### src/core/acc_pkg.sv
// Shared constants for the converter control block
package acc_pkg;
  // Register bus geometry
  localparam int           ADDR_W      = 8;                 // Register address width
  localparam int           DATA_W      = 8;                 // Register data width
  // Register offsets
  localparam logic [7:0]   OFF_CTRL    = 8'h0E;             // converter_control_reg
  localparam logic [7:0]   OFF_RESULT  = 8'h0F;             // conversion_result_reg
  localparam logic [7:0]   OFF_IRQSTAT = 8'h10;             // Sticky event status
  localparam logic [7:0]   OFF_IRQMASK = 8'h11;             // Event mask
  // Control register fields
  localparam int           BIT_DONE    = 7;                 // conversion_done_flag
  localparam int           BIT_START   = 6;                 // conversion_start_bit
  localparam int           BIT_TSEL    = 5;                 // Conversion time select
  localparam int           BIT_AIDIS   = 4;                 // analog_input_disable
  localparam int           CHAN_MSB    = 3;                 // channel_select top bit
  localparam int           CHAN_W      = 4;                 // channel_select width
  localparam logic [3:0]   CHAN_LAST   = 4'hB;              // Highest routed channel
  localparam logic [7:0]   CTRL_RESET  = 8'h00;             // Control reset value
  // Event status bits
  localparam int           IRQ_W       = 2;                 // Number of events
  localparam int           IRQ_DONE    = 0;                 // Conversion finished
  localparam int           IRQ_ABORT   = 1;                 // Conversion aborted
  localparam logic [1:0]   IRQ_RESET   = 2'h0;              // Status and mask reset
  // Timing, in periods of fc; core_clk is fc
  localparam int           CLK_PER_FC  = 1;                 // core_clk cycles per fc period
  localparam int           CONV_SHORT_FC = 184;             // Short conversion time
  localparam int           CONV_LONG_FC  = 736;             // Long conversion time
  localparam int           MCYC_FC     = 4;                 // fc periods per machine cycle
  localparam int           SAMPLE_MC   = 4;                 // Charge time in machine cycles
  localparam int           CNT_W       = 10;                // Conversion counter width
  localparam logic [9:0]   SHORT_CYC   = 10'(CONV_SHORT_FC * CLK_PER_FC);
  localparam logic [9:0]   LONG_CYC    = 10'(CONV_LONG_FC * CLK_PER_FC);
  localparam logic [9:0]   SAMPLE_CYC  = 10'(SAMPLE_MC * MCYC_FC * CLK_PER_FC);
  localparam logic [9:0]   STEP_SHORT  = 10'h010;           // Cycles per trial bit, short
  localparam logic [9:0]   STEP_LONG   = 10'h040;           // Cycles per trial bit, long
endpackage : acc_pkg

### src/core/acc_sar_if.sv
// Link between the conversion sequencer and the approximation register
`timescale 1ns/1ps
`default_nettype none
interface acc_sar_if #(parameter int RES_W = 8);
  logic             clear;    // Start a fresh approximation
  logic             step;     // Resolve the current trial bit
  logic             compBit;  // Synchronised comparator verdict
  logic [RES_W-1:0] code;     // Trial code toward the DAC
  logic             finished; // All bits resolved
  modport ctl (output clear, output step, output compBit, input code, input finished);
  modport sar (input clear, input step, input compBit, output code, output finished);
endinterface : acc_sar_if
`default_nettype wire

### src/core/acc_sync3.sv
// Three-stage synchroniser that accepts a change once the last two agree
`timescale 1ns/1ps
`default_nettype none
module acc_sync3 (
  input  wire logic core_clk,
  input  wire logic rst_n,
  input  wire logic clkEn,
  input  wire logic asyncIn,
  output var  logic syncOut
);
  logic s1_r; // First stage, read only by the second
  logic s2_r; // Second stage
  logic s3_r; // Third stage

  // Shift chain and agreement filter
  always_ff @(posedge core_clk or negedge rst_n) begin
    if (!rst_n) begin
      s1_r    <= 1'b0;
      s2_r    <= 1'b0;
      s3_r    <= 1'b0;
      syncOut <= 1'b0;
    end else if (clkEn) begin
      s1_r <= asyncIn;
      s2_r <= s1_r;
      s3_r <= s2_r;
      // Accept only a level seen twice in a row
      if (s2_r == s3_r) begin
        syncOut <= s3_r;
      end
    end
  end
endmodule : acc_sync3
`default_nettype wire

### src/core/acc_sar.sv
// Successive approximation register, one trial bit per step
`timescale 1ns/1ps
`default_nettype none
module acc_sar #(
  parameter int RES_W = 8
) (
  input  wire logic core_clk,
  input  wire logic rst_n,
  input  wire logic clkEn,
  acc_sar_if.sar    sarIf
);
  logic [$clog2(RES_W)-1:0] bitIdx_r; // Bit under trial

  // Trial, keep or drop, then try the next lower bit
  always_ff @(posedge core_clk or negedge rst_n) begin
    if (!rst_n) begin
      sarIf.code     <= '0;
      sarIf.finished <= 1'b0;
      bitIdx_r       <= '0;
    end else if (clkEn) begin
      if (sarIf.clear) begin
        // Begin with only the top bit set
        sarIf.code     <= {1'b1, {(RES_W-1){1'b0}}};
        sarIf.finished <= 1'b0;
        bitIdx_r       <= ($clog2(RES_W))'(RES_W - 1);
      end else if (sarIf.step && !sarIf.finished) begin
        // Input below trial drops the bit
        sarIf.code[bitIdx_r] <= sarIf.compBit;
        if (bitIdx_r == '0) begin
          sarIf.finished <= 1'b1;
        end else begin
          sarIf.code[bitIdx_r - 1'b1] <= 1'b1;
          bitIdx_r                    <= bitIdx_r - 1'b1;
        end
      end
    end
  end
endmodule : acc_sar
`default_nettype wire

### src/core/acc_conv_ctrl.sv
// Converter control, status, result and event logic
//
// The strobed register port was chosen for this implementation.
`timescale 1ns/1ps
`default_nettype none
// Function
// - Control bits: done, start, time, disable, channel
// - Codes 0 to 11 route that channel
// - Writing start one begins a conversion
// - Conversion lasts 184 or 736 fc
// - Start during conversion restarts from beginning
// - Input sampled four machine cycles after start
// - Done set at end, read-only, else zero
// - Reading result clears done flag
// - Stop or slow mode clears control register
// - Stop mode aborts a running conversion
// - Stop after completion keeps the result
// - Control register resets to all zeros
module acc_conv_ctrl #(
  parameter int RES_W = 8 // Result width, at most one data byte
) (
  input  wire logic                      core_clk,
  input  wire logic                      rst_n,
  input  wire logic                      clkEn,
  input  wire logic [acc_pkg::ADDR_W-1:0] regAddr,
  input  wire logic [acc_pkg::DATA_W-1:0] regWdata,
  input  wire logic                      regWr,
  input  wire logic                      regRd,
  output var  logic [acc_pkg::DATA_W-1:0] regRdata,
  input  wire logic                      stopMode,
  input  wire logic                      slowMode,
  input  wire logic                      compIn,
  output var  logic [acc_pkg::CHAN_W-1:0] chanSel,
  output var  logic                      analogInEnable,
  output var  logic                      sampleTrack,
  output wire logic [RES_W-1:0]          dacCode,
  output var  logic                      convBusy,
  output var  logic                      irq
);
  logic                      tsel_r;     // Long conversion time when set
  logic                      aiDis_r;    // Analog input disabled when set
  logic [acc_pkg::CHAN_W-1:0] chan_r;    // Channel select field
  logic                      doneFlag_r; // Conversion done flag
  logic [acc_pkg::CNT_W-1:0] convCnt_r;  // Cycles since start
  logic [acc_pkg::CNT_W-1:0] stepCnt_r;  // Cycles to next trial step
  logic [RES_W-1:0]          result_r;   // Last completed conversion
  logic [acc_pkg::IRQ_W-1:0] irqStat_r;  // Sticky event status
  logic [acc_pkg::IRQ_W-1:0] irqMask_r;  // Event mask
  logic [acc_pkg::IRQ_W-1:0] irqStat_nxt;
  logic [acc_pkg::IRQ_W-1:0] irqMask_nxt;
  logic                      lpActive;   // Stop or slow mode active
  logic                      startPulse; // Start bit written as one
  logic                      convEnd;    // Last cycle of a conversion
  logic                      abortEvt;   // Running conversion cut off
  logic                      resultRd;   // Result register read
  logic [acc_pkg::CNT_W-1:0] totalCyc;   // Selected conversion length
  logic [acc_pkg::CNT_W-1:0] stepLen;    // Selected trial step length
  logic [acc_pkg::DATA_W-1:0] ctrlView;  // Control register as read
  logic                      compSync;   // Synchronised comparator

  acc_sar_if #(.RES_W(RES_W)) sarIf ();

  // Address match, shared by read and write decode
  // One compare, so read and write decode cannot drift apart
  function automatic logic hit(input logic [acc_pkg::ADDR_W-1:0] a,
                               input logic [acc_pkg::ADDR_W-1:0] off);
    hit = (a == off);
  endfunction : hit

  // Strobes and selections decoded once per cycle
  assign lpActive   = stopMode | slowMode;
  assign startPulse = regWr && hit(regAddr, acc_pkg::OFF_CTRL)
                      && regWdata[acc_pkg::BIT_START] && !lpActive;
  assign resultRd   = regRd && hit(regAddr, acc_pkg::OFF_RESULT);
  assign totalCyc   = tsel_r ? acc_pkg::LONG_CYC : acc_pkg::SHORT_CYC;
  assign stepLen    = tsel_r ? acc_pkg::STEP_LONG : acc_pkg::STEP_SHORT;
  assign convEnd    = convBusy && !startPulse && !lpActive
                      && (convCnt_r == totalCyc - 1'b1);
  assign abortEvt   = convBusy && lpActive;
  assign ctrlView   = {doneFlag_r, convBusy, tsel_r, aiDis_r, chan_r};
  assign dacCode    = sarIf.code;

  // Comparator arrives from the analog core, outside this clock
  // Two agreeing stages keep a late edge away from the trial bits
  acc_sync3 u_compSync (
    .core_clk (core_clk),
    .rst_n    (rst_n),
    .clkEn    (clkEn),
    .asyncIn  (compIn),
    .syncOut  (compSync)
  );

  // Approximation register
  acc_sar #(.RES_W(RES_W)) u_sar (
    .core_clk (core_clk),
    .rst_n    (rst_n),
    .clkEn    (clkEn),
    .sarIf    (sarIf.sar)
  );

  // Clear at the sample point, step on each trial boundary
  // Steps wait for the hold phase, so a stale timer cannot move the code
  assign sarIf.compBit = compSync;
  assign sarIf.clear   = convBusy && (convCnt_r == acc_pkg::SAMPLE_CYC - 1'b1);
  assign sarIf.step    = convBusy && !sampleTrack && (stepCnt_r == 10'h001);

  // Control register fields
  // Low power beats a write in the same cycle; software reprograms
  // the register once normal mode is back
  always_ff @(posedge core_clk or negedge rst_n) begin
    if (!rst_n) begin
      // All zeros: channel 0, input on, short time
      {tsel_r, aiDis_r, chan_r} <= acc_pkg::CTRL_RESET[acc_pkg::BIT_TSEL:0];
    end else if (clkEn) begin
      if (lpActive) begin
        // Low-power entry wipes the settings
        {tsel_r, aiDis_r, chan_r} <= acc_pkg::CTRL_RESET[acc_pkg::BIT_TSEL:0];
      end else if (regWr && hit(regAddr, acc_pkg::OFF_CTRL)) begin
        // Done bit is not writable
        tsel_r  <= regWdata[acc_pkg::BIT_TSEL];
        aiDis_r <= regWdata[acc_pkg::BIT_AIDIS];
        chan_r  <= regWdata[acc_pkg::CHAN_MSB:0];
      end
    end
  end

  // Pins toward the analog multiplexer
  // Reserved codes stay in the field and read back as written
  always_ff @(posedge core_clk or negedge rst_n) begin
    if (!rst_n) begin
      chanSel        <= '0;
      analogInEnable <= 1'b0;
    end else if (clkEn) begin
      chanSel        <= chan_r;
      // Reserved codes leave the multiplexer open
      analogInEnable <= !aiDis_r && (chan_r <= acc_pkg::CHAN_LAST);
    end
  end

  // Conversion sequencer: busy, elapsed count, track phase
  // A start write restarts the count even mid-conversion
  // Low power beats a start, since control writes are ignored then
  always_ff @(posedge core_clk or negedge rst_n) begin
    if (!rst_n) begin
      convBusy    <= 1'b0;
      convCnt_r   <= '0;
      sampleTrack <= 1'b0;
    end else if (clkEn) begin
      if (lpActive) begin
        // Abort; result is not updated
        convBusy    <= 1'b0;
        sampleTrack <= 1'b0;
      end else if (startPulse) begin
        // Fresh start, also over a running conversion
        convBusy    <= 1'b1;
        convCnt_r   <= '0;
        sampleTrack <= 1'b1;
      end else if (convEnd) begin
        convBusy    <= 1'b0;
      end else if (convBusy) begin
        convCnt_r   <= convCnt_r + 1'b1;
        // Hold the input once the capacitor has charged
        if (sarIf.clear) begin
          sampleTrack <= 1'b0;
        end
      end
    end
  end

  // Trial step timer, started at the sample point
  // Runs down past the last bit; steps after the finish are ignored
  always_ff @(posedge core_clk or negedge rst_n) begin
    if (!rst_n) begin
      stepCnt_r <= '0;
    end else if (clkEn) begin
      if (sarIf.clear || sarIf.step) begin
        stepCnt_r <= stepLen;
      end else if (stepCnt_r != '0) begin
        stepCnt_r <= stepCnt_r - 1'b1;
      end
    end
  end

  // Result capture at the end of each conversion
  // Abort and restart leave the last good value standing
  always_ff @(posedge core_clk or negedge rst_n) begin
    if (!rst_n) begin
      result_r <= '0;
    end else if (clkEn && convEnd) begin
      result_r <= sarIf.code;
    end
  end

  // Done flag: set at end wins over a clearing read
  // Losing the set would hide a fresh result from software
  always_ff @(posedge core_clk or negedge rst_n) begin
    if (!rst_n) begin
      doneFlag_r <= 1'b0;
    end else if (clkEn) begin
      if (convEnd) begin
        doneFlag_r <= 1'b1;
      end else if (lpActive || startPulse) begin
        doneFlag_r <= 1'b0;
      end else if (resultRd) begin
        doneFlag_r <= 1'b0;
      end
    end
  end

  // Event status and mask next values
  // Status bits clear by writing ones; the mask is a plain copy
  always_comb begin
    irqStat_nxt = irqStat_r;
    irqMask_nxt = irqMask_r;
    if (regWr && hit(regAddr, acc_pkg::OFF_IRQSTAT)) begin
      irqStat_nxt = irqStat_nxt & ~regWdata[acc_pkg::IRQ_W-1:0];
    end
    if (regWr && hit(regAddr, acc_pkg::OFF_IRQMASK)) begin
      irqMask_nxt = regWdata[acc_pkg::IRQ_W-1:0];
    end
    // Setting comes last so it wins over a clear
    if (convEnd) begin
      irqStat_nxt[acc_pkg::IRQ_DONE] = 1'b1;
    end
    if (abortEvt) begin
      irqStat_nxt[acc_pkg::IRQ_ABORT] = 1'b1;
    end
  end

  // Event registers and interrupt line
  // Built from next values, so irq moves with the status
  always_ff @(posedge core_clk or negedge rst_n) begin
    if (!rst_n) begin
      irqStat_r <= acc_pkg::IRQ_RESET;
      irqMask_r <= acc_pkg::IRQ_RESET;
      irq       <= 1'b0;
    end else if (clkEn) begin
      irqStat_r <= irqStat_nxt;
      irqMask_r <= irqMask_nxt;
      irq       <= |(irqStat_nxt & irqMask_nxt);
    end
  end

  // Read data, valid only in the cycle after the strobe
  // Zero otherwise, so the bus can be ORed with other slaves
  always_ff @(posedge core_clk or negedge rst_n) begin
    if (!rst_n) begin
      regRdata <= '0;
    end else if (clkEn) begin
      regRdata <= '0;
      if (regRd) begin
        if (hit(regAddr, acc_pkg::OFF_CTRL)) begin
          regRdata <= ctrlView;
        end else if (hit(regAddr, acc_pkg::OFF_RESULT)) begin
          regRdata <= acc_pkg::DATA_W'(result_r);
        end else if (hit(regAddr, acc_pkg::OFF_IRQSTAT)) begin
          regRdata <= acc_pkg::DATA_W'(irqStat_r);
        end else if (hit(regAddr, acc_pkg::OFF_IRQMASK)) begin
          regRdata <= acc_pkg::DATA_W'(irqMask_r);
        end
      end
    end
  end
endmodule : acc_conv_ctrl
`default_nettype wire

### config.mk
export PLATFORM = sky130hd
export DESIGN_NAME = acc_conv_ctrl
export DESIGN_NICKNAME = d
export VERILOG_FILES = /design/src/core/acc_pkg.sv /design/src/core/acc_sar_if.sv /design/src/core/acc_sync3.sv /design/src/core/acc_sar.sv /design/src/core/acc_conv_ctrl.sv
export SDC_FILE = /design/constraint.sdc
export NUM_CORES = 1
export LEC_CHECK = 0
export CORE_ASPECT_RATIO = 1.75
export CORE_MARGIN = 4
export CORE_UTILIZATION = 40
export DETAILED_ROUTE_END_ITERATION = 16
export DONT_BUFFER_PORTS = 1
export PLACE_DENSITY = 0.63
export SKIP_CTS_REPAIR_TIMING = 1
export SLEW_MARGIN = 20
export SYNTH_ARGS = -nofsm -noshare
export SYNTH_HDL_FRONTEND = slang
export SYNTH_HIERARCHICAL = 1
export SYNTH_SLANG_ARGS = --single-unit
### constraint.sdc
create_clock -name core_clk -period 4.6 [get_ports core_clk]
set_input_delay 0.23 -clock core_clk [delete_from_list [all_inputs] [get_ports core_clk]]
set_output_delay 0.23 -clock core_clk [all_outputs]
set_load 0.01 [all_outputs]
; Word-level counts from Yosys, hierarchy flattened
; Cells that the tools add are included.
[op_classes]
add_sub_neg = 4
n_lt_le_gt_ge = 5
n_eq_ne = 11
n_mux = 47
bitwise = 6
n_reduce_logical = 47
[op_table]
columns = op, n
row1 = 2-to-1 mux 10 bit, 6
row2 = 2-to-1 mux 8 bit, 6
row3 = 2-to-1 mux 1 bit, 22
row4 = "subtractor 10 x 1 -> 10 bit, second input constant", 2
row5 = logical AND 1 bit, 18
row6 = "== test 8 x 4 -> 1 bit, second input constant", 2
row7 = "== test 8 x 5 -> 1 bit, second input constant", 2
row8 = AND reduction 2 bit, 6
row9 = nonzero test 3 bit, 4
row10 = "adder 10 x 1 -> 10 bit, second input constant", 1
row11 = "== test 10 x 1 -> 1 bit, second input constant", 1
row12 = == test 10 bit, 1
row13 = "== test 10 x 4 -> 1 bit, second input constant", 1
row14 = nonzero test 10 bit, 1
row15 = nonzero test 2 bit, 5
row16 = 2-to-1 mux 3 bit, 3
row17 = bitwise mux 8 bit, 1
row18 = "< comparator 3 x 4 -> 1 bit, second input constant", 2
row19 = 2-to-1 mux 2 bit, 4
row20 = 2-to-1 mux 4 bit, 2
row21 = bitwise OR 8 bit, 1
row22 = AND reduction 4 bit, 2
row23 = 2-to-1 mux 7 bit, 1
row24 = demux 1 bit (select 3 bit), 2
row25 = other kinds (15), 24
[word_totals]
regBits = 71
in_bits = 24
out_inout_bits = 24

; Longest topological paths before layout
; Gate-level depths: netlist of run 1.
[logic_depth]
ltp_word = 11
ltp_mapped = 8
depth_no_buf = 8

; By module
; The synthesis of run 1 kept the hierarchy.
[modules_own_cells]
columns = mod, instances, cells_per_inst, area_each_um2, seq_area_each_um2
row1 = acc_conv_ctrl, 1, 287, 2884.0, 1376.3
row2 = acc_sar, 1, 84, 842.1, 300.3
row3 = acc_sync3, 1, 10, 156.4, 100.1

; Worst setup path before layout of run 1
; OpenSTA, ideal clock, no wires.
[synth_path]
kind = register -> register
start = register convCnt_r[6] (netlist name)
end = register u_sar.sarIf.code[3]
setup_time_ns = 0.119
arrival_time_ns = 2.176
required_time_ns = 4.481
setup_slack_ns = 2.306
path_stages_with_launch = 7
path_buffers = 1
path_cell_list = dfrtp_1 -> or4b_1 -> nor3_1 -> buf_2 -> o21a_2 -> mux2_4 -> o21a_1
[synth_between]
elab_chain_len = 4
elab_cells_between_ends = 5
[synth_rtl]
columns = item, line_no
row1 = "start, declared", acc_conv_ctrl.sv:44  ; logic [acc_pkg::CNT_W-1:0] convCnt_r;
row2 = "start signal, assigned", acc_conv_ctrl.sv:161  ; convCnt_r <= convCnt_r + 1'b1;
row3 = == test 10 x 4 -> 1 bit *, acc_conv_ctrl.sv:104  ; assign sarIf.clear = convBusy && (convCnt_r == acc_pkg::SAMPLE_CYC - 1'b1);
row4 = logical AND 1 bit *, acc_conv_ctrl.sv:104
row5 = named net sarIf.clear, acc_sar_if.sv:5  ; logic clear;
row6 = nonzero test 2 bit (no line), --
row7 = AND reduction 2 bit (no line), --
row8 = "end signal, assigned", acc_sar.sv:23  ; sarIf.code <= {1'b1, {(RES_W-1){1'b0}}};
row9 = "end signal, assigned by index", acc_sar.sv:28  ; sarIf.code[bitIdx_r] <= sarIf.compBit;
row10 = "end, declared", acc_sar_if.sv:11  ; modport sar (input clear, input step, input compBit, output code, output finished);
; The timed path passes the listed nets; every way through them passes the cells marked *.
; A chain may end at the register's enable or synchronous reset.

; Worst setup path after layout of run 1
[layout_path]
start = register stepCnt_r[6] (netlist name)
end = register u_sar.sarIf.code[3]
[layout_between]
elab_chain_len = 5
[layout_rtl]
columns = item, line_no
row1 = "start, declared", acc_conv_ctrl.sv:45  ; logic [acc_pkg::CNT_W-1:0] stepCnt_r;
row2 = "start signal, assigned", acc_conv_ctrl.sv:177  ; stepCnt_r <= stepLen;
row3 = "start signal, assigned", acc_conv_ctrl.sv:179  ; stepCnt_r <= stepCnt_r - 1'b1;
row4 = == test 10 x 1 -> 1 bit, acc_conv_ctrl.sv:105  ; assign sarIf.step = convBusy && !sampleTrack && (stepCnt_r == 10'h001);
row5 = logical AND 1 bit, acc_conv_ctrl.sv:105
row6 = named net sarIf.step, acc_sar_if.sv:6  ; logic step;
row7 = logical AND 1 bit, acc_sar.sv:26  ; end else if (sarIf.step && !sarIf.finished) begin
row8 = nonzero test 2 bit (no line), --
row9 = AND reduction 2 bit (no line), --
; The timed path passes the listed nets, and every way through them passes these cells.

==> run_results.csv, run 1 <==
group,metric,value,unit
status,status,"completed",
yosys,synth-seq-cells,71,
power_and_ir_drop,p_per_area,392,nW/µm²
sta,hold_viol,0,
critical_path,worstPathMaxFanout,6,
final_layout,n_antenna_cell,0,
yosys,synth_cell_types,70,
final_layout,num-nets-final,410,
drt,drtPass1Iterations,5,
final_layout,area_growth,11.4,%
floorplan,rows,47,
place,gp_congestion,0.884,
yosys,yosysWarnings,6,
place,portBuffers,0,
power_and_ir_drop,ir_worst_vdd,0.246,mV
sta,fin_skew,0.00666,ns
place,post-place-ws,1.98,ns
drt,drt-initial-drc-count,181,
yosys,yosysSeqAreaShare,45.8,%
floorplan,die_y,138,µm
sta,fmax,378,MHz
cts,clockBufferDepth,2,
grt,grt_pass1_vias,3069,
floorplan,fp.coreArea,9470,µm²
floorplan,die_area,11400,µm²
floorplan,start_util,41.0,%
final_layout,drive_gt1_share,16.4,%
drt,post-route-drc-count,0,
sta,rsz0062_at_grt,"false",
cts,cts_made_buffers,9,
place,dp_hpwl,6790,µm
sta,tightest_slew,0.930,ns
grt,grt_max_degree,72,
sta,tns,0,ns
sta,layout_setup_ws,1.96,ns
job,drv_cap,0,
critical_path,critPathRequiredTime,4.82,ns
drt,vias_per_cell,6.05,
yosys,synth_area_leaders,"dfrtp_1 (46%), mux2_2 (5.8%), o21ai_0 (3.6%), nand2_1 (3.3%), mux2i_1 (2.3%)",
yosys,synth_cells,381,
sta,setup_violations,0,
grt,grt_util_all_layers,17.8,%
grt,grt_pass1_wl,15500,µm
final_layout,final_cell_mix,"dfrtp_1 (71), nand2_1 (34), o21ai_0 (27)",
critical_path,end_kind,"flip-flop",
sta,drv_slew,0,
yosys,syn_area,3880,µm²
cts,cts_tree,"built",
final_layout,utilization,45.7,%
drt,drtAntennaViolNets,0,
final_layout,layout_commonest_cell,"dfrtp_1",
yosys,async_flop_share,100,%
yosys,yosysTopAreaCell,"dfrtp_1",
grt,overflow,0,
cts,htree_levels,3,
drt,wl,9560,µm
cts,insertion_delay,0.33,ns
drt,vias,3066,
sta,layout_worst_path_cycle_share,57.5,%
yosys,synth-main-ff-cell,"dfrtp_1",
worst_hold_path,hold_path.class,"in2reg",
yosys,synth-edff-count,0,
yosys,yosysTopAreaCellShare,45.8,%
cts,cts-root-buf,"clkbuf_16",
floorplan,io_pins,48,
critical_path,worst_setup_path_start_kind,"flip-flop",
grt,antenna_found_initial,0,
sta,worst_slew_margin_rel,37.4,%
critical_path,path_class,"reg2reg",
power_and_ir_drop,total_power,1.69,mW
drt,avgRoutedWirePerCell,18.9,µm
yosys,syn_nets,411,
sta,period_minus_slack,2.64,ns
critical_path,cp.arrival,2.87,ns
floorplan,die_w,82.5,µm
cts,clk_pin_slew_worst_paths,0.06,ns
yosys,synth_area_per_cell,10.2,µm²
power_and_ir_drop,p_leak,1.84,nW
cts,clock-sinks,71,
[worst max-delay path: stages, from the launching register on]
cell and delay [ns]:
dfrtp_1 0.42, or4_1 0.56, nor3b_1 0.57, nor2b_2 0.34, o21a_2 0.23, mux2_4 0.31
o21a_1 0.10
[Yosys cell counts, types with 6 or more instances]
master	number
mux2_2	20
nor2_1	22
o21ai_0	28
nand3b_1	6
mux2i_1	9
nand2_1	34
or3_1	6
a22oi_1	7
clkbuf_1	9
a21oi_1	10
nand3_1	7
nor4_1	6
dfrtp_1	71
and3_1	6
ha_1	6
inv_1	11
nand4_1	9
a22o_1	7
[where the power goes]
group	switching [mW]	internal, mW	total, mW
Sequential	0.0775	0.684	0.761
Clock	0.271	0.478	0.749
Combinational	0.0948	0.0892	0.184
[logic make-up (layout without fill, tap and decap cells)]
group	count (synthesis)	count (layout)	synth area share (%)
compound gates	96	96	17.1
xor+xnor	7	7	1.58
flops	71	71	45.8
simple gates	143	143	21.6
mux	30	30	8.51
fa+ha+maj	6	6	1.93
buf+inv	28	32	3.54
[routing by layer]
layer	wire length [µm]	track usage, %
met1	3760	20.7
met2	5000	29.2
met4	272	7.79
met3	527	5.40
met5	0	0
[final cells by class]
cell class	count	area (µm²)
repair buffers	4	55.1
inverters	12	45.0
clock buffers	10	229
fillers	901	5140
clock inverters	6	92.6
multi-input cells	282	1970
well taps	122	153
flip-flops and latches	71	1780
[metrics by stage]
stage	cells	instance area (µm²)	hold WS, ns
final	507	4330	0.0333
after global routing	507	4330	0.00749
after CTS	504	4280	-0.421
after detailed placement	488	3960	-0.0632
after global placement	488	3950	-0.0605
after floorplan	381	3880	-0.0656
[final timing paths]
kind / depth (start not counted) / end / slack [ns] / start
min reg2reg: 1 / u_compSync/s2_r / 0.50 / u_compSync/s1_r
max: 6 / u_sar/sarIf.code[3] / 1.96 / stepCnt_r[6]
max reg2reg: 6 / u_sar/sarIf.code[3] / 1.96 / stepCnt_r[6]
min in group asynchronous: 2 / stepCnt_r[2] / 0.44 / rst_n
max in group asynchronous: 2 / result_r[2] / 3.86 / rst_n
min: 1 / regRdata[7] / 0.03 / clkEn
[sequential cells by signal (all words and copies together) (netlist names), 2 cells and up]
| signal | count |
|---|---|
| chanSel | 4 |
| chan_r | 4 |
| convCnt_r | 10 |
| irqMask_r | 2 |
| irqStat_r | 2 |
| regRdata | 8 |
| result_r | 8 |
| stepCnt_r | 10 |
| u_sar/bitIdx_r | 3 |
| u_sar/sarIf.code | 8 |
(Power assumes the default switching activity.)
==> run 2, diff against run 1 <==
PLACE_DENSITY = 0.65   (was 0.63)
clock period = 2.2 ns   (was 4.6 ns; I/O delays follow)
==> run_results.csv, run 2 (synthesized netlist as in run 1, its figures left out) <==
group,metric,value,unit
sta,period_minus_slack,2.17,ns
final_layout,area_growth,23.7,%
grt,grt_pass1_vias,3227,
place,gp_congestion,0.900,
critical_path,r2r_slack,0.03,ns
sta,rsz0062_at_grt,"true",
power_and_ir_drop,p_comb_share,15.3,%
drt,drtPass1Iterations,6,
drt,wl,10300,µm
cts,cts_tree,"built",
floorplan,die_area,11400,µm²
sta,tightest_slew,0.715,ns
sta,worst_slew_margin_rel,52.0,%
final_layout,fin_cells,557,
final_layout,utilization,50.7,%
grt,grt_util_all_layers,18.4,%
drt,avgRoutedWirePerCell,18.5,µm
final_layout,final_cell_mix,"dfrtp_1 (71), nand2_1 (34), buf_4 (28)",
critical_path,critPathRequiredTime,2.46,ns
power_and_ir_drop,p_switching,0.972,mW
critical_path,crit_buf_inv,1,
power_and_ir_drop,total_power,3.59,mW
critical_path,cp.arrival,2.43,ns
final_layout,multi_input_area,2020,µm²
place,postPlaceCellArea,4170,µm²
sta,layout_setup_ws,0.0343,ns
grt,grt_pass1_wl,16100,µm
critical_path,critical_path.top_delay_family,"simple AND/OR/NAND/NOR gates",
power_and_ir_drop,ir_worst_vdd,0.475,mV
worst_hold_path,min-delay-start,"clkEn",
final_layout,n_antenna_cell,0,
critical_path,cp.depth,6,
final_layout,layout_commonest_cell,"dfrtp_1",
power_and_ir_drop,pwr-share-clk,41.0,%
critical_path,endpoint,"stepCnt_r[7]",
power_and_ir_drop,intPower,2.62,mW
place,place_inst,514,
sta,drv_slew,0,
sta,hold_ws,-0.128,ns
floorplan,die_w,82.5,µm
sta,hold_viol,4,
grt,overflow,0,
place,post-place-ws,-0.0381,ns
cts,insertion_delay,0.34,ns
floorplan,io_pins,48,
critical_path,worstPathMaxFanout,3,
sta,fmax,462,MHz
final_layout,num-fill-cells,866,
drt,vias,3264,
power_and_ir_drop,seqPwrFrac,43.7,%
drt,drt-initial-drc-count,210,
sta,fin_skew,0.0118,ns
critical_path,path_class,"reg2reg",
floorplan,rows,47,
place,dp_hpwl,7290,µm
cts,clock-sinks,71,
power_and_ir_drop,p_leak,2.09,nW
critical_path,crit_start,"convCnt_r[6]",
critical_path,reg2regPathDepth,6,
critical_path,r2r-end,"stepCnt_r[7]",
sta,setup_violations,0,
critical_path,worst_setup_path_start_kind,"flip-flop",
drt,drtAntennaViolNets,0,
sta,layout_worst_path_cycle_share,98.4,%
critical_path,slowest_stage,"or4b_4",
power_and_ir_drop,p_per_area,748,nW/µm²
drt,post-route-drc-count,0,
power_and_ir_drop,swShare,27.1,%
final_layout,num-nets-final,460,
sta,tns,0,ns
drt,vias_per_cell,5.86,
floorplan,fp.coreArea,9470,µm²
status,violations,"negative hold slack",
place,portBuffers,0,
critical_path,r2r_start,"convCnt_r[6]",
cts,clk_pin_slew_worst_paths,0.05,ns
cts,htree_levels,3,
floorplan,start_util,41.0,%
floorplan,die_y,138,µm
final_layout,fin_area,4800,µm²
critical_path,cpPeakStageDelay,0.55,ns
final_layout,reg_top3,"convCnt_r: 10 flops, stepCnt_r: 10 flops",
cts,cts-root-buf,"clkbuf_16",
grt,grt_max_degree,72,
critical_path,critical_path.cell_chain,"or4b_4 > o31a_1 > buf_4 > a21o_2 > or3_1 > a21oi_1",
grt,antenna_found_initial,0,
cts,cts_made_buffers,9,
final_layout,seq_area,1780,µm²
status,status,"finished with violations",
critical_path,end_kind,"flip-flop",
job,drv_cap,0,
worst_hold_path,hold_path.class,"in2reg",
cts,clockBufferDepth,2,
final_layout,drive_gt1_share,23.0,%
-- run 2: how the worst min path moves through the flow --
| stage | endpoint | slack, ns | cells past startpoint |
|---|---|---|---|
| global placement | irq | -0.18 | 0 |
| global route | u_sar/sarIf.finished | -0.15 | 1 |
| finish | u_sar/sarIf.finished | -0.13 | 1 |
| floorplan | aiDis_r | -0.19 | 0 |
| CTS | irq | -0.55 | 0 |
| detailed placement | convCnt_r[1] | -0.18 | 0 |
-- run 2: worst reg2reg max path: cells and delay by family, from the launching register on --
family	cells	cell delay, ns
buffers and inverters	1	0.16
AOI/OAI and AO/OA	3	0.64
DFF	1	0.39
and+or+nand+nor	2	0.89
-- run 2: area by class of cell --
| cell class | count | share of cell area (%) |
|---|---|---|
| clock buffers | 10 | 4.98 |
| clock inverters | 6 | 1.41 |
| inverters | 12 | 0.938 |
| multi-input cells | 282 | 42.1 |
| flip-flops and latches | 71 | 37.0 |
| well taps | 122 | 3.18 |
| repair buffers | 54 | 10.4 |
-- run 2: power by group through the flow --
stage	combinational, mW	sequential [mW]	clock (mW)
2_1_floorplan	0.310	1.55	0
3_3_place_gp	0.435	1.57	0
3_5_place_dp	0.454	1.58	0
4_1_cts	0.457	1.56	1.51
5_1_grt	0.619	1.59	1.57
6_report	0.550	1.57	1.48
-- run 2: metal layers --
metal | part of all wire, % | vias to the layer above | track usage (%)
met4 | 2.2 | 0 | 7.88
met5 | 0 | - | 0
met1 | 36 | 1611 | 20.3
li1 | - | 1528 | -
met3 | 6.0 | 22 | 6.64
met2 | 55 | 103 | 30.9
==> run 3, diff against run 2 <==
CELL_PAD_IN_SITES_DETAIL_PLACEMENT = 1   (was default)
CELL_PAD_IN_SITES_GLOBAL_PLACEMENT = 1   (was default)
CORE_ASPECT_RATIO = 0.8   (was 1.75)
PLACE_DENSITY = 0.78   (was 0.65)
==> run_results.csv, run 3 (synthesized netlist as in run 1, its figures left out) <==
group,metric,value,unit
drt,vias,3263,
sta,hold_ws,-0.0130,ns
final_layout,utilization,50.3,%
cts,cts_made_buffers,9,
critical_path,path_class,"reg2reg",
place,portBuffers,0,
status,status,"finished with violations",
critical_path,r2r_slack,0.01,ns
final_layout,num-nets-final,449,
grt,grt_max_degree,72,
critical_path,slowest_stage,"or4b_4",
drt,wl_met3,434,µm
critical_path,cpPeakStageDelay,0.57,ns
grt,grt_pass1_wl,17800,µm
cts,cts_tree,"built",
critical_path,r2r-end,"stepCnt_r[5]",
sta,fmax,457,MHz
final_layout,seq_area,1780,µm²
drt,avgRoutedWirePerCell,21.1,µm
drt,drtPass1Iterations,4,
floorplan,rows,31,
drt,met1Wirelength,5190,µm
drt,drtAntennaViolNets,0,
final_layout,num-fill-cells,1020,
floorplan,fp.coreArea,9270,µm²
critical_path,crit_start,"convCnt_r[6]",
sta,fin_skew,0.00694,ns
final_layout,fin_area,4660,µm²
place,postPlaceCellArea,4160,µm²
grt,grt_pass1_vias,3356,
drt,drt-initial-drc-count,345,
cts,htree_levels,3,
critical_path,endpoint,"stepCnt_r[5]",
job,drv_cap,0,
critical_path,cp.depth,5,
power_and_ir_drop,p_per_area,753,nW/µm²
sta,layout_worst_path_cycle_share,99.4,%
place,post-place-ws,-0.0232,ns
critical_path,reg2regPathDepth,5,
cts,clock-sinks,71,
drt,vias_per_cell,6.05,
sta,layout_setup_ws,0.0137,ns
critical_path,worst_setup_path_start_kind,"flip-flop",
final_layout,multi_input_area,2040,µm²
floorplan,die_w,118,µm
critical_path,worstPathMaxFanout,3,
cts,insertion_delay,0.33,ns
final_layout,fin_cells,539,
critical_path,r2r_start,"convCnt_r[6]",
cts,cts-root-buf,"clkbuf_16",
sta,tightest_slew,0.901,ns
floorplan,start_util,41.9,%
drt,post-route-drc-count,0,
sta,drv_slew,0,
grt,antenna_found_initial,0,
final_layout,area_growth,20.0,%
floorplan,io_pins,48,
critical_path,end_kind,"flip-flop",
grt,overflow,0,
critical_path,critPathRequiredTime,2.44,ns
critical_path,critical_path.top_delay_family,"simple AND/OR/NAND/NOR gates",
final_layout,layout_commonest_cell,"dfrtp_1",
sta,hold_viol,1,
drt,dr_wl_met2,5610,µm
sta,tns,0,ns
cts,clockBufferDepth,2,
power_and_ir_drop,ir_worst_vdd,0.393,mV
drt,top_layer,"met4",
floorplan,die_area,11400,µm²
place,dp_hpwl,7820,µm
status,violations,"negative hold slack",
critical_path,cp.arrival,2.43,ns
worst_hold_path,holdPathStages,2,
place,gp_congestion,0.886,
final_layout,drive_gt1_share,24.5,%
final_layout,final_cell_mix,"dfrtp_1 (71), nand2_1 (34), buf_4 (31)",
sta,worst_slew_margin_rel,39.8,%
final_layout,reg_top3,"convCnt_r: 10 flops, stepCnt_r: 10 flops",
place,place_inst,509,
final_layout,n_antenna_cell,0,
floorplan,die_y,96.1,µm
power_and_ir_drop,p_leak,2.04,nW
power_and_ir_drop,total_power,3.51,mW
sta,setup_violations,0,
critical_path,critical_path.cell_chain,"or4b_4 > o31a_1 > a211oi_2 > or4b_1 > a21oi_1",
sta,period_minus_slack,2.19,ns
worst_hold_path,hold_path.class,"in2reg",
cts,clk_pin_slew_worst_paths,0.06,ns
critical_path,crit_buf_inv,0,
drt,wl,11400,µm
grt,grt_util_all_layers,19.9,%
[run 3: changes by cell type in the layout (fill, tap and decap cells not counted), sizes merged]
cell         change
dlygate4sd3     -14
buf              +3
clkinv           +2
bufinv           -1
inv              -1
[run 3: how the worst min path moves through the flow]
stage	startpoint	end	slack, ns
2_1_floorplan	rst_n	aiDis_r	-0.19
4_1_cts	rst_n	irqMask_r[1]	-0.54
5_1_grt	clkEn	u_compSync/syncOut	0.0003
3_3_place_gp	rst_n	irqMask_r[1]	-0.18
6_report	clkEn	u_compSync/syncOut	-0.01
3_5_place_dp	rst_n	irq	-0.18
[run 3: per-layer routing]
metal  GRT usage, %  vias to the layer above
li1               -                     1503
met1           25.3                     1681
met2           34.1                       65
met3           4.94                       14
met4           5.66                        0
met5              0                        -
[run 3: worst register-to-register path, stage by stage (launching register included)]
cell	delay, ns
dfrtp_1	0.40
or4b_4	0.57
o31a_1	0.30
a211oi_2	0.22
or4b_1	0.46
a21oi_1	0.15
[run 3: cell type report]
cell class | count | share of cell area, %
clock inverters | 6 | 0.993
repair buffers | 43 | 7.97
multi-input cells | 282 | 43.7
inverters | 12 | 0.966
well taps | 115 | 3.09
clock buffers | 10 | 5.13
flip-flops and latches | 71 | 38.1
[run 3: power breakdown]
group	switching, mW	total, mW	internal (mW)
Sequential	0.127	1.56	1.43
Combinational	0.308	0.594	0.286
Clock	0.561	1.36	0.797
Total	0.996	3.51	2.51
